$ cat config.mk
export PLATFORM = sky130hd
export DESIGN_NAME = carry_bit_negate_or_exec
export DESIGN_NICKNAME = d
export VERILOG_FILES = /design/src/core/bit_exec_pkg.sv /design/src/core/carry_bit_negate_or_exec.sv /design/src/core/op_decode.sv
export SDC_FILE = /design/constraint.sdc
export NUM_CORES = 1
export LEC_CHECK = 0
export ABC_AREA = 1
export BUFFER_PORTS_ARGS = -buffer_cell sky130_fd_sc_hd__buf_4
export CAP_MARGIN = 20
export CORE_ASPECT_RATIO = 0.75
export CORE_UTILIZATION = 40
export DETAILED_ROUTE_END_ITERATION = 8
export PLACE_DENSITY = 0.69
export REMOVE_ABC_BUFFERS = 1
export SYNTH_ARGS = -nofsm -noshare
export SYNTH_HDL_FRONTEND = slang
export SYNTH_SLANG_ARGS = --single-unit
$ cat constraint.sdc
create_clock -name clk -period 4.6 [get_ports clk]
set_input_delay 1.38 -clock clk [delete_from_list [all_inputs] [get_ports clk]]
set_output_delay 1.38 -clock clk [all_outputs]
set_load 0.005 [all_outputs]
$ cat src/core/bit_exec_pkg.sv
package bit_exec_pkg;
  // Instruction field layout
  localparam int unsigned OP_LOW_NIB_LSB = 0;
  localparam int unsigned OP_LOW_NIB_MSB = 3;
  localparam int unsigned OP_IDX_LSB = 4;
  localparam int unsigned OP_IDX4_MSB = 7;
  localparam int unsigned OP_IDX3_MSB = 6;
  localparam int unsigned OP_VAL_BIT = 7;
  localparam int unsigned OP_MID_LSB = 8;
  localparam int unsigned OP_MID_MSB = 11;
  localparam int unsigned OP_HI_LSB = 12;
  localparam int unsigned OP_HI_MSB = 15;
  localparam int unsigned OP_SRCW_BIT = 15;
  localparam int unsigned OP_DST_LSB = 8;
  localparam int unsigned OP_DST_MSB = 14;
  localparam int unsigned OP_MOD_LSB = 8;
  localparam int unsigned OP_MOD_MSB = 11;
  localparam int unsigned OP_BSRC_LSB = 12;
  localparam int unsigned OP_BSRC_MSB = 14;

  // Nibble codes
  localparam logic [3:0] NIB_ACC_CLASS = 4'hA;
  localparam logic [3:0] NIB_BIT_CLASS = 4'h7;
  localparam logic [3:0] HI_C_TO_ACC = 4'hF;
  localparam logic [3:0] HI_ACC_TO_C = 4'hE;
  localparam logic [3:0] HI_NEGATE = 4'h8;
  localparam logic [3:0] HI_OR_LOW3 = 4'h2;
  localparam logic [15:0] OPC_CLR_C = 16'hDA0A;
  localparam logic [15:0] OPC_SET_C = 16'hDA1A;
  localparam logic [15:0] OPC_NEGATE = 16'h8A1A;

  // Module codes for bit set and clear
  localparam logic [3:0] MOD_SYSTEM = 4'h8;
  localparam logic [3:0] MOD_PERIPH_MAX = 4'h5;
  localparam logic [6:0] DST_STATUS = 7'h48;

  // Status flag positions
  localparam int unsigned FLAG_C = 0;
  localparam int unsigned FLAG_S = 1;
  localparam int unsigned FLAG_Z = 2;
  localparam int unsigned FLAG_E = 3;
  localparam logic [7:0] STATUS_RESET = 8'h00;
  localparam logic [7:0] ZERO_BYTE = 8'h00;

  // Operation class
  typedef enum {
    OP_NONE,
    OP_C_TO_ACC,
    OP_ACC_TO_C,
    OP_SRC_TO_C,
    OP_CLR_C,
    OP_SET_C,
    OP_BIT_WR,
    OP_NEGATE,
    OP_OR
  } op_type;

  // Register-module write request
  typedef struct packed {
    logic en;
    logic [6:0] dst;
    logic [7:0] data;
  } reg_write_type;
endpackage

$ cat src/core/carry_bit_negate_or_exec.sv
`timescale 1ns/1ps
// What this block does
// - Carry-to-accumulator-bit opcode copies carry into the indexed accumulator bit.
// - After that write, sign follows accumulator top bit, zero follows all-zero.
// - Accumulator-bit-to-carry opcode loads carry from the indexed accumulator bit.
// - Source-bit-to-carry opcode loads carry from indexed bit of the named source.
// - Fixed clear-carry opcode forces carry to zero, other flags unchanged, prefix consumed.
// - Fixed set-carry opcode forces carry to one, other flags unchanged, prefix consumed.
// - Bit-clear opcode clears the indexed destination bit, others preserved.
// - Bit-set opcode sets the indexed destination bit, others preserved.
// - Bit writes to the status register change carry and equal accordingly.
// - Bit set and clear only serve system module 8 and modules 0 to 5.
// - Negate replaces accumulator with its two's complement, updates sign and zero.
// - OR merges source into the accumulator and updates sign and zero.
// - For 8-bit OR sources, prefix register supplies the upper byte when loaded.
// - 8-bit into 16-bit zeroes the upper byte unless the prefix supplies it.
module carry_bit_negate_or_exec
  import bit_exec_pkg::*;
#(
  parameter int unsigned ACC_W = 16
)
(
  // Clock and reset
  input wire logic clk,
  input wire logic nrst,
  // Instruction path
  input wire logic [15:0] instr,
  input wire logic instr_valid,
  // Source operand read from the register modules
  input wire logic [15:0] src_data,
  input wire logic src_is_byte,
  // Prefix load
  input wire logic prefix_load,
  input wire logic [7:0] prefix_data,
  // Destination current value for bit writes
  input wire logic [7:0] dst_data,
  // Accumulator load from the rest of the core
  input wire logic acc_load,
  input wire logic [ACC_W-1:0] acc_load_data,
  // Datapath state
  output logic [ACC_W-1:0] pointer_selected_accumulator,
  output logic [7:0] processor_status_flag_register,
  output reg_write_type reg_write,
  output logic prefix_valid
);
  op_type op;
  logic [7:0] prefix_register;

  op_decode u_dec (
    .instr(instr),
    .instr_valid(instr_valid),
    .op(op)
  );

  // Fields
  wire [3:0] idx4 = instr[OP_IDX4_MSB:OP_IDX_LSB];
  wire [2:0] idx3 = instr[OP_IDX3_MSB:OP_IDX_LSB];
  wire [2:0] bsrc_idx = instr[OP_BSRC_MSB:OP_BSRC_LSB];
  wire bit_val = instr[OP_VAL_BIT];
  wire [6:0] dst_code = instr[OP_DST_MSB:OP_DST_LSB];
  wire carry = processor_status_flag_register[FLAG_C];
  wire [ACC_W-1:0] acc = pointer_selected_accumulator;

  // Carry into accumulator bit
  logic [ACC_W-1:0] acc_with_c;
  always_comb begin
    acc_with_c = acc;
    acc_with_c[idx4] = carry;
  end

  // Operand; byte sources take the upper byte from prefix or zero
  wire [7:0] src_hi = src_is_byte ? (prefix_valid ? prefix_register : ZERO_BYTE)
                                  : src_data[15:8];
  wire [15:0] operand = {src_hi, src_data[7:0]};

  // Results
  wire [ACC_W-1:0] acc_negated = ACC_W'(~acc + ACC_W'(1));
  wire [ACC_W-1:0] acc_or = acc | ACC_W'(operand);

  // Bit write data; status writes start from the live flags, not the module copy
  wire dst_is_status = (dst_code == DST_STATUS);
  wire [7:0] bit_wr_base = dst_is_status ? processor_status_flag_register : dst_data;
  logic [7:0] bit_wr_data;
  always_comb begin
    bit_wr_data = bit_wr_base;
    bit_wr_data[idx3] = bit_val;
  end

  // Accumulator next value
  logic [ACC_W-1:0] next_acc;
  logic acc_touched;
  always_comb begin
    next_acc = acc;
    acc_touched = 1'b1;
    case (op)
      OP_C_TO_ACC: next_acc = acc_with_c;
      OP_NEGATE: next_acc = acc_negated;
      OP_OR: next_acc = acc_or;
      default: begin
        acc_touched = 1'b0;
        next_acc = acc_load ? acc_load_data : acc;
      end
    endcase
  end

  // Status next value
  logic [7:0] next_status;
  always_comb begin
    next_status = processor_status_flag_register;
    case (op)
      OP_ACC_TO_C: next_status[FLAG_C] = acc[idx4];
      OP_SRC_TO_C: next_status[FLAG_C] = src_data[bsrc_idx];
      OP_CLR_C: next_status[FLAG_C] = 1'b0;
      OP_SET_C: next_status[FLAG_C] = 1'b1;
      OP_BIT_WR: begin
        if (dst_is_status) begin
          next_status[FLAG_C] = bit_wr_data[FLAG_C];
          next_status[FLAG_E] = bit_wr_data[FLAG_E];
        end
      end
      default: next_status = processor_status_flag_register;
    endcase
    if (acc_touched) begin
      next_status[FLAG_S] = next_acc[ACC_W-1];
      next_status[FLAG_Z] = (next_acc == '0);
    end
  end

  // Register-module write, only for supported modules
  reg_write_type next_wr;
  always_comb begin
    next_wr.en = (op == OP_BIT_WR) && !dst_is_status;
    next_wr.dst = dst_code;
    next_wr.data = bit_wr_data;
  end

  // Prefix consumed by any valid instruction without a prefix load, whether or not it uses it
  wire prefix_used = instr_valid && !prefix_load;

  // Single-cycle state update
  always_ff @(posedge clk or negedge nrst) begin
    if (!nrst) begin
      pointer_selected_accumulator <= '0;
      processor_status_flag_register <= STATUS_RESET;
      reg_write <= '0;
    end else begin
      pointer_selected_accumulator <= next_acc;
      processor_status_flag_register <= next_status;
      reg_write <= next_wr;
    end
  end

  // Prefix holding
  always_ff @(posedge clk or negedge nrst) begin
    if (!nrst) begin
      prefix_register <= ZERO_BYTE;
      prefix_valid <= 1'b0;
    end else if (prefix_load) begin
      prefix_register <= prefix_data;
      prefix_valid <= 1'b1;
    end else if (prefix_used) begin
      prefix_valid <= 1'b0;
    end
  end

  chk_negate_result: assert property (@(posedge clk) disable iff (!nrst)
    op == OP_NEGATE |=> pointer_selected_accumulator == ACC_W'(~$past(acc) + ACC_W'(1)))
    else $error("negate result wrong");
  chk_clear_carry: assert property (@(posedge clk) disable iff (!nrst)
    op == OP_CLR_C |=> !processor_status_flag_register[FLAG_C]
      && $stable(pointer_selected_accumulator))
    else $error("carry not cleared");
  chk_set_carry: assert property (@(posedge clk) disable iff (!nrst)
    op == OP_SET_C |=> processor_status_flag_register[FLAG_C])
    else $error("carry not set");
  chk_acc_bit_carry: assert property (@(posedge clk) disable iff (!nrst)
    op == OP_ACC_TO_C |=> processor_status_flag_register[FLAG_C] == $past(acc[idx4]))
    else $error("carry not loaded from accumulator bit");
  chk_src_bit_carry: assert property (@(posedge clk) disable iff (!nrst)
    op == OP_SRC_TO_C |=>
      processor_status_flag_register[FLAG_C] == $past(src_data[bsrc_idx]))
    else $error("carry not loaded from source bit");
  chk_carry_to_bit: assert property (@(posedge clk) disable iff (!nrst)
    op == OP_C_TO_ACC |=> pointer_selected_accumulator[$past(idx4)] == $past(carry))
    else $error("carry not copied to accumulator");
  chk_sign_zero: assert property (@(posedge clk) disable iff (!nrst)
    (op == OP_OR || op == OP_NEGATE || op == OP_C_TO_ACC) |=>
      processor_status_flag_register[FLAG_Z] == (pointer_selected_accumulator == '0)
      && processor_status_flag_register[FLAG_S] == pointer_selected_accumulator[ACC_W-1])
    else $error("sign or zero flag wrong");
  chk_or_result: assert property (@(posedge clk) disable iff (!nrst)
    op == OP_OR |=> pointer_selected_accumulator == ($past(acc) | ACC_W'($past(operand))))
    else $error("or result wrong");
  chk_prefix_upper: assert property (@(posedge clk) disable iff (!nrst)
    (op == OP_OR && src_is_byte && prefix_valid) |=> pointer_selected_accumulator ==
      ($past(acc) | ACC_W'({$past(prefix_register), $past(src_data[7:0])})))
    else $error("prefix byte not used as upper byte");
  chk_byte_zero_upper: assert property (@(posedge clk) disable iff (!nrst)
    (op == OP_OR && src_is_byte && !prefix_valid) |=> pointer_selected_accumulator ==
      ($past(acc) | ACC_W'($past(src_data[7:0]))))
    else $error("byte source upper byte not zero");
  chk_bit_write: assert property (@(posedge clk) disable iff (!nrst)
    (op == OP_BIT_WR && !dst_is_status) |=>
      reg_write.en && reg_write.data[$past(idx3)] == $past(bit_val))
    else $error("bit write wrong");
  chk_bit_keep: assert property (@(posedge clk) disable iff (!nrst)
    (op == OP_BIT_WR && !dst_is_status) |=> reg_write.dst == $past(dst_code)
      && ((reg_write.data ^ $past(dst_data)) & ~(8'h01 << $past(idx3))) == 8'h00)
    else $error("bit write disturbed other bits");
  chk_status_keep: assert property (@(posedge clk) disable iff (!nrst)
    (op == OP_BIT_WR && dst_is_status && idx3 != FLAG_C) |=> !reg_write.en
      && $stable(processor_status_flag_register[FLAG_C]))
    else $error("status bit write disturbed carry");
  chk_status_equal: assert property (@(posedge clk) disable iff (!nrst)
    (op == OP_BIT_WR && dst_is_status && idx3 == FLAG_E) |=>
      processor_status_flag_register[FLAG_E] == $past(bit_val))
    else $error("status bit write missed equal flag");
  chk_refused_module: assert property (@(posedge clk) disable iff (!nrst)
    (instr_valid && instr[OP_SRCW_BIT]
      && instr[OP_LOW_NIB_MSB:OP_LOW_NIB_LSB] == NIB_BIT_CLASS
      && instr[OP_MOD_MSB:OP_MOD_LSB] > MOD_PERIPH_MAX
      && instr[OP_MOD_MSB:OP_MOD_LSB] != MOD_SYSTEM) |=> !reg_write.en)
    else $error("unsupported module written");
  chk_prefix_drop: assert property (@(posedge clk) disable iff (!nrst)
    (instr_valid && !prefix_load) |=> !prefix_valid)
    else $error("prefix not consumed");
endmodule

$ cat src/core/op_decode.sv
`timescale 1ns/1ps
module op_decode
  import bit_exec_pkg::*;
(
  // Instruction word
  input wire logic [15:0] instr,
  input wire logic instr_valid,
  // Decoded class
  output op_type op
);
  // Field views
  wire [3:0] low_nib = instr[OP_LOW_NIB_MSB:OP_LOW_NIB_LSB];
  wire [3:0] mid_nib = instr[OP_MID_MSB:OP_MID_LSB];
  wire [3:0] hi_nib = instr[OP_HI_MSB:OP_HI_LSB];
  wire [3:0] mod_code = instr[OP_MOD_MSB:OP_MOD_LSB];
  wire acc_class = (mid_nib == NIB_ACC_CLASS) && (low_nib == NIB_ACC_CLASS);
  wire bit_class = (low_nib == NIB_BIT_CLASS);
  wire dst_form = instr[OP_SRCW_BIT];
  wire mod_ok = (mod_code == MOD_SYSTEM) || (mod_code <= MOD_PERIPH_MAX);
  wire or_form = (instr[OP_HI_MSB-1:OP_HI_LSB] == HI_OR_LOW3[2:0]) &&
                 (mid_nib == NIB_ACC_CLASS);

  // Priority decode: fixed words first, then classes
  always_comb begin
    op = OP_NONE;
    if (!instr_valid) begin
      op = OP_NONE;
    end else if (instr == OPC_CLR_C) begin
      op = OP_CLR_C;
    end else if (instr == OPC_SET_C) begin
      op = OP_SET_C;
    end else if (instr == OPC_NEGATE) begin
      op = OP_NEGATE;
    end else if (acc_class && hi_nib == HI_C_TO_ACC) begin
      op = OP_C_TO_ACC;
    end else if (acc_class && hi_nib == HI_ACC_TO_C) begin
      op = OP_ACC_TO_C;
    end else if (bit_class && dst_form && mod_ok) begin
      op = OP_BIT_WR;
    end else if (mid_nib == NIB_BIT_CLASS) begin
      op = OP_SRC_TO_C;
    end else if (or_form) begin
      op = OP_OR;
    end else begin
      op = OP_NONE;
    end
  end
endmodule

==> metrics.md <==
| Metric | Value |
|---|---|
| CP Launch Type | input port |
| Number of buffers created by CTS | 5 |
| Routed WL | 11.9 mm |
| Largest net degree at the start of global routing | 46 |
| Final worst path period share | 0.731 |
| Post-synthesis sequential area ratio | 0.318 |
| Ys flop type | dfrtp_1 |
| Top cells by count, synth | nand2_1, inv_1, nor2_1, o21ai_0, dfrtp_1 |
| Setup tns final | 0 ns |
| LEAKAGE | 2.44 nW |
| Setup CP Type | in -> reg |
| Congestion Overflow GR | 0 |
| CP bufs+invs | 1 |
| Syn_area_per_cell | 6.33 µm² |
| Detail Route Antenna Nets | 0 |
| DRT iter0 DRCs | 351 |
| Slew headroom | 0.604 |
| Gpl congestion | 0.888 |
| Synthesized area | 3540 µm² |
| Worst path required time | 4.82 ns |
| Setup violations, final | 0 |
| DRC | 0 |
| Die width | 111 µm |
| Peak supply drop | 0.000158 V |
| Number of global-route vias before repair | 3,818 |
| CP max FO | 15 |
| Ys async rst share | 1.00 |
| Total die area | 9220 µm² |
| CTS Buffer Depth | 2 |
| First-pass detailed-route iteration total | 5 |
| Sink Count | 45 |
| Fillcell total | 887 |
| Worst setup margin | 1.24 ns |
| Max stage delay on crit path | 0.33 ns |
| CTS tree | yes |
| First-pass GRT wire length | 19.6 mm |
| Top cell by count, worst path | nor2_1 |
| Vias per inst | 5.34 |
| Flops & latches, synth | 45 |
| Final Core Density | 0.533 |
| Final Power | 1.14 mW |
| Sw frac | 0.330 |
| Clock share of power | 0.305 |
| DP Cell Count | 762 |
| Layout area overhead | 28.4% |
| Setup crit end kind | register |
| Initial Utilization | 0.415 |
| Fin Clk Skew | 0.00942 ns |
| Slew Limit Fails | 0 |
| Hold WC Path Type | reg -> reg |
| Clock H-tree levels | 2 |
| Max Cap Violations | 0 |
| Row count | 29 |
| Share of the synthesized area in the top cell type | 0.318 |
| Non-Filler Instances | 770 |
| Reg clk slew, reported paths | 0.06 ns |
| Clk_lat worst skew | 0.29 ns |
| Per-cell routed wire length | 15.5 µm |
| Layout cells sized above 1 | 0.211 |
| Antenna violations before repair | 0 |
| Top-count cell post-synth | nand2_1 |
| Critical Path AT | 3.59 ns |
| Worst slew pin tran | 0.595 ns |
| Hold Vio Cnt, Final | 0 |
| Synth Instances | 559 |
| CTS root buf | clkbuf_16 |
| Area contributors post-synth | dfrtp_1, nand2_1, o21ai_0 |
| Final net count | 732 |
| Unrepaired setup endpoints after global routing | false |
| Gr usage total | 0.266 |
| Distinct cells, synth | 41 |
| Pre-CTS WS | 1.01 ns |
| Total core area | 8530 µm² |
| IO Port Bufs | 106 |
| Flop pwr share | 0.413 |
| Max Clock Freq | 0.297 GHz |
| CTS resizes | 0 |
| Worst path cell trace | buf_4, nor2_1, nand2_1, nor2_2, nand2_1, nand4_1, nand3_1, nor2_4, nor2_1, nand2_2, nor2_1, nor2_1, nand2_1, nor2_1, nand3_1, nand2_1 |
| Area leader, netlist | dfrtp_1 |
| I/O pins | 111 |
| Setup bufs post-CTS | 0 |
| Status | finished, final reports clean |
| Top delay family on crit path | simple AND/OR/NAND/NOR gates |
| Via count | 4,111 |
| Int Pwr | 0.767 mW |
| Die Ht | 83.4 µm |
| Minimum clock period | 3.36 ns |
| Power per cell area | 252 nW/µm² |
| # diodes | 0 |
| Post-synth EDFFs | 0 |
| Slowest-stage cell, CP | nor2_4 |
| Switch Pwr | 0.377 mW |
| Comb pwr share | 0.282 |
| DP HPWL | 9.45 mm |
| Hold Buf Count CTS | 0 |
| Warnings, synthesis | 0 |
[layout make-up]
class | count | area [µm²] | share of cell area
Tap cell | 108 | 135 | 0.0298
Inverter | 90 | 338 | 0.0744
Multi-Input combinational cell | 412 | 2000 | 0.440
Sequential cell | 45 | 1130 | 0.248
Clock buffer | 6 | 129 | 0.0284
Clock inverter | 2 | 10.0 | 0.00220
Timing Repair Buffer | 107 | 803 | 0.177
[power groups by stage]
stage	Clock, mW	Combinational (mW)	Sequential [mW]
after global routing	0.375	0.359	0.478
after global placement	0	0.314	0.479
final	0.349	0.323	0.473
after floorplan	0	0.152	0.468
after CTS	0.359	0.319	0.471
after detailed placement	0	0.317	0.479
[kinds of logic after synthesis]
logic type                 Yosys count  synth area share
xor gates and xnor gates            10            0.0248
and+or+nand+nor                    282             0.354
muxes                                1           0.00318
other                                1           0.00106
AOI/OAI and AO/OA                  114             0.176
buffers and inverters              105             0.119
DFF                                 45             0.318
adders and majority gates            1           0.00354
[registers in the layout, indices dropped and copies added (netlist names)]
| name | count |
|---|---|
| pointer_selected_accumulator | 16 |
| reg_write | 16 |
| prefix_register | 8 |
| processor_status_flag_register | 4 |
| prefix_valid | 1 |
[placed cells by master, fill, tap and decap left out, types with 3 or more instances in the layout]
master	Yosys	final
dfrtp_1	45	45
nand4_1	6	6
inv_1	85	85
nor2_4	3	3
o22ai_1	13	13
buf_4	5	107
inv_2	3	3
nand2_1	141	141
xor2_1	9	9
a21oi_1	20	20
nor2_1	67	67
clkbuf_16	0	5
nand2_4	3	3
nor2_2	7	7
o21ai_0	67	67
nand3_1	37	37
nor3_1	9	9
conb_1	1	4
[final timing paths]
path,from,endpoint,slack (ns),cells past startpoint
max in group asynchronous,nrst,pointer_selected_accumulator[7],3.10,1
min,prefix_register[1],prefix_register[1],0.53,2
max,instr[10],processor_status_flag_register[2],1.24,16
min reg2reg,prefix_register[1],prefix_register[1],0.53,2
min in group asynchronous,nrst,reg_write[1],1.10,1
max reg2reg,pointer_selected_accumulator[1],processor_status_flag_register[2],1.97,14
[through the flow]
stage               hold slack [ns]  cell area, µm²
floorplan                     0.488            3460
global placement              0.502            4400
detailed placement            0.517            4400
CTS                           0.526            4540
global route                  0.547            4540
finish                        0.526            4540
[worst register-to-register path: cells and delay by family (launching register included)]
kind | cells | cell delay (ns)
DFF | 1 | 0.47
buffers and inverters | 2 | 0.19
adders and majority gates | 1 | 0.19
and+or+nand+nor | 9 | 1.37
xor gates and xnor gates | 1 | 0.15
AOI/OAI and AO/OA | 1 | 0.19
[layer usage]
metal | vias to the layer above | wire length (µm) | part of all wire | global-route usage
met3 | 15 | 1150 | 0.096 | 0.0358
met4 | 0 | 143 | 0.012 | 0.0582
met1 | 1871 | 5640 | 0.47 | 0.410
met2 | 230 | 5010 | 0.42 | 0.392
li1 | 1995 | - | - | -
met5 | - | 0 | 0 | 0
Power figures use the tool's default switching activity.
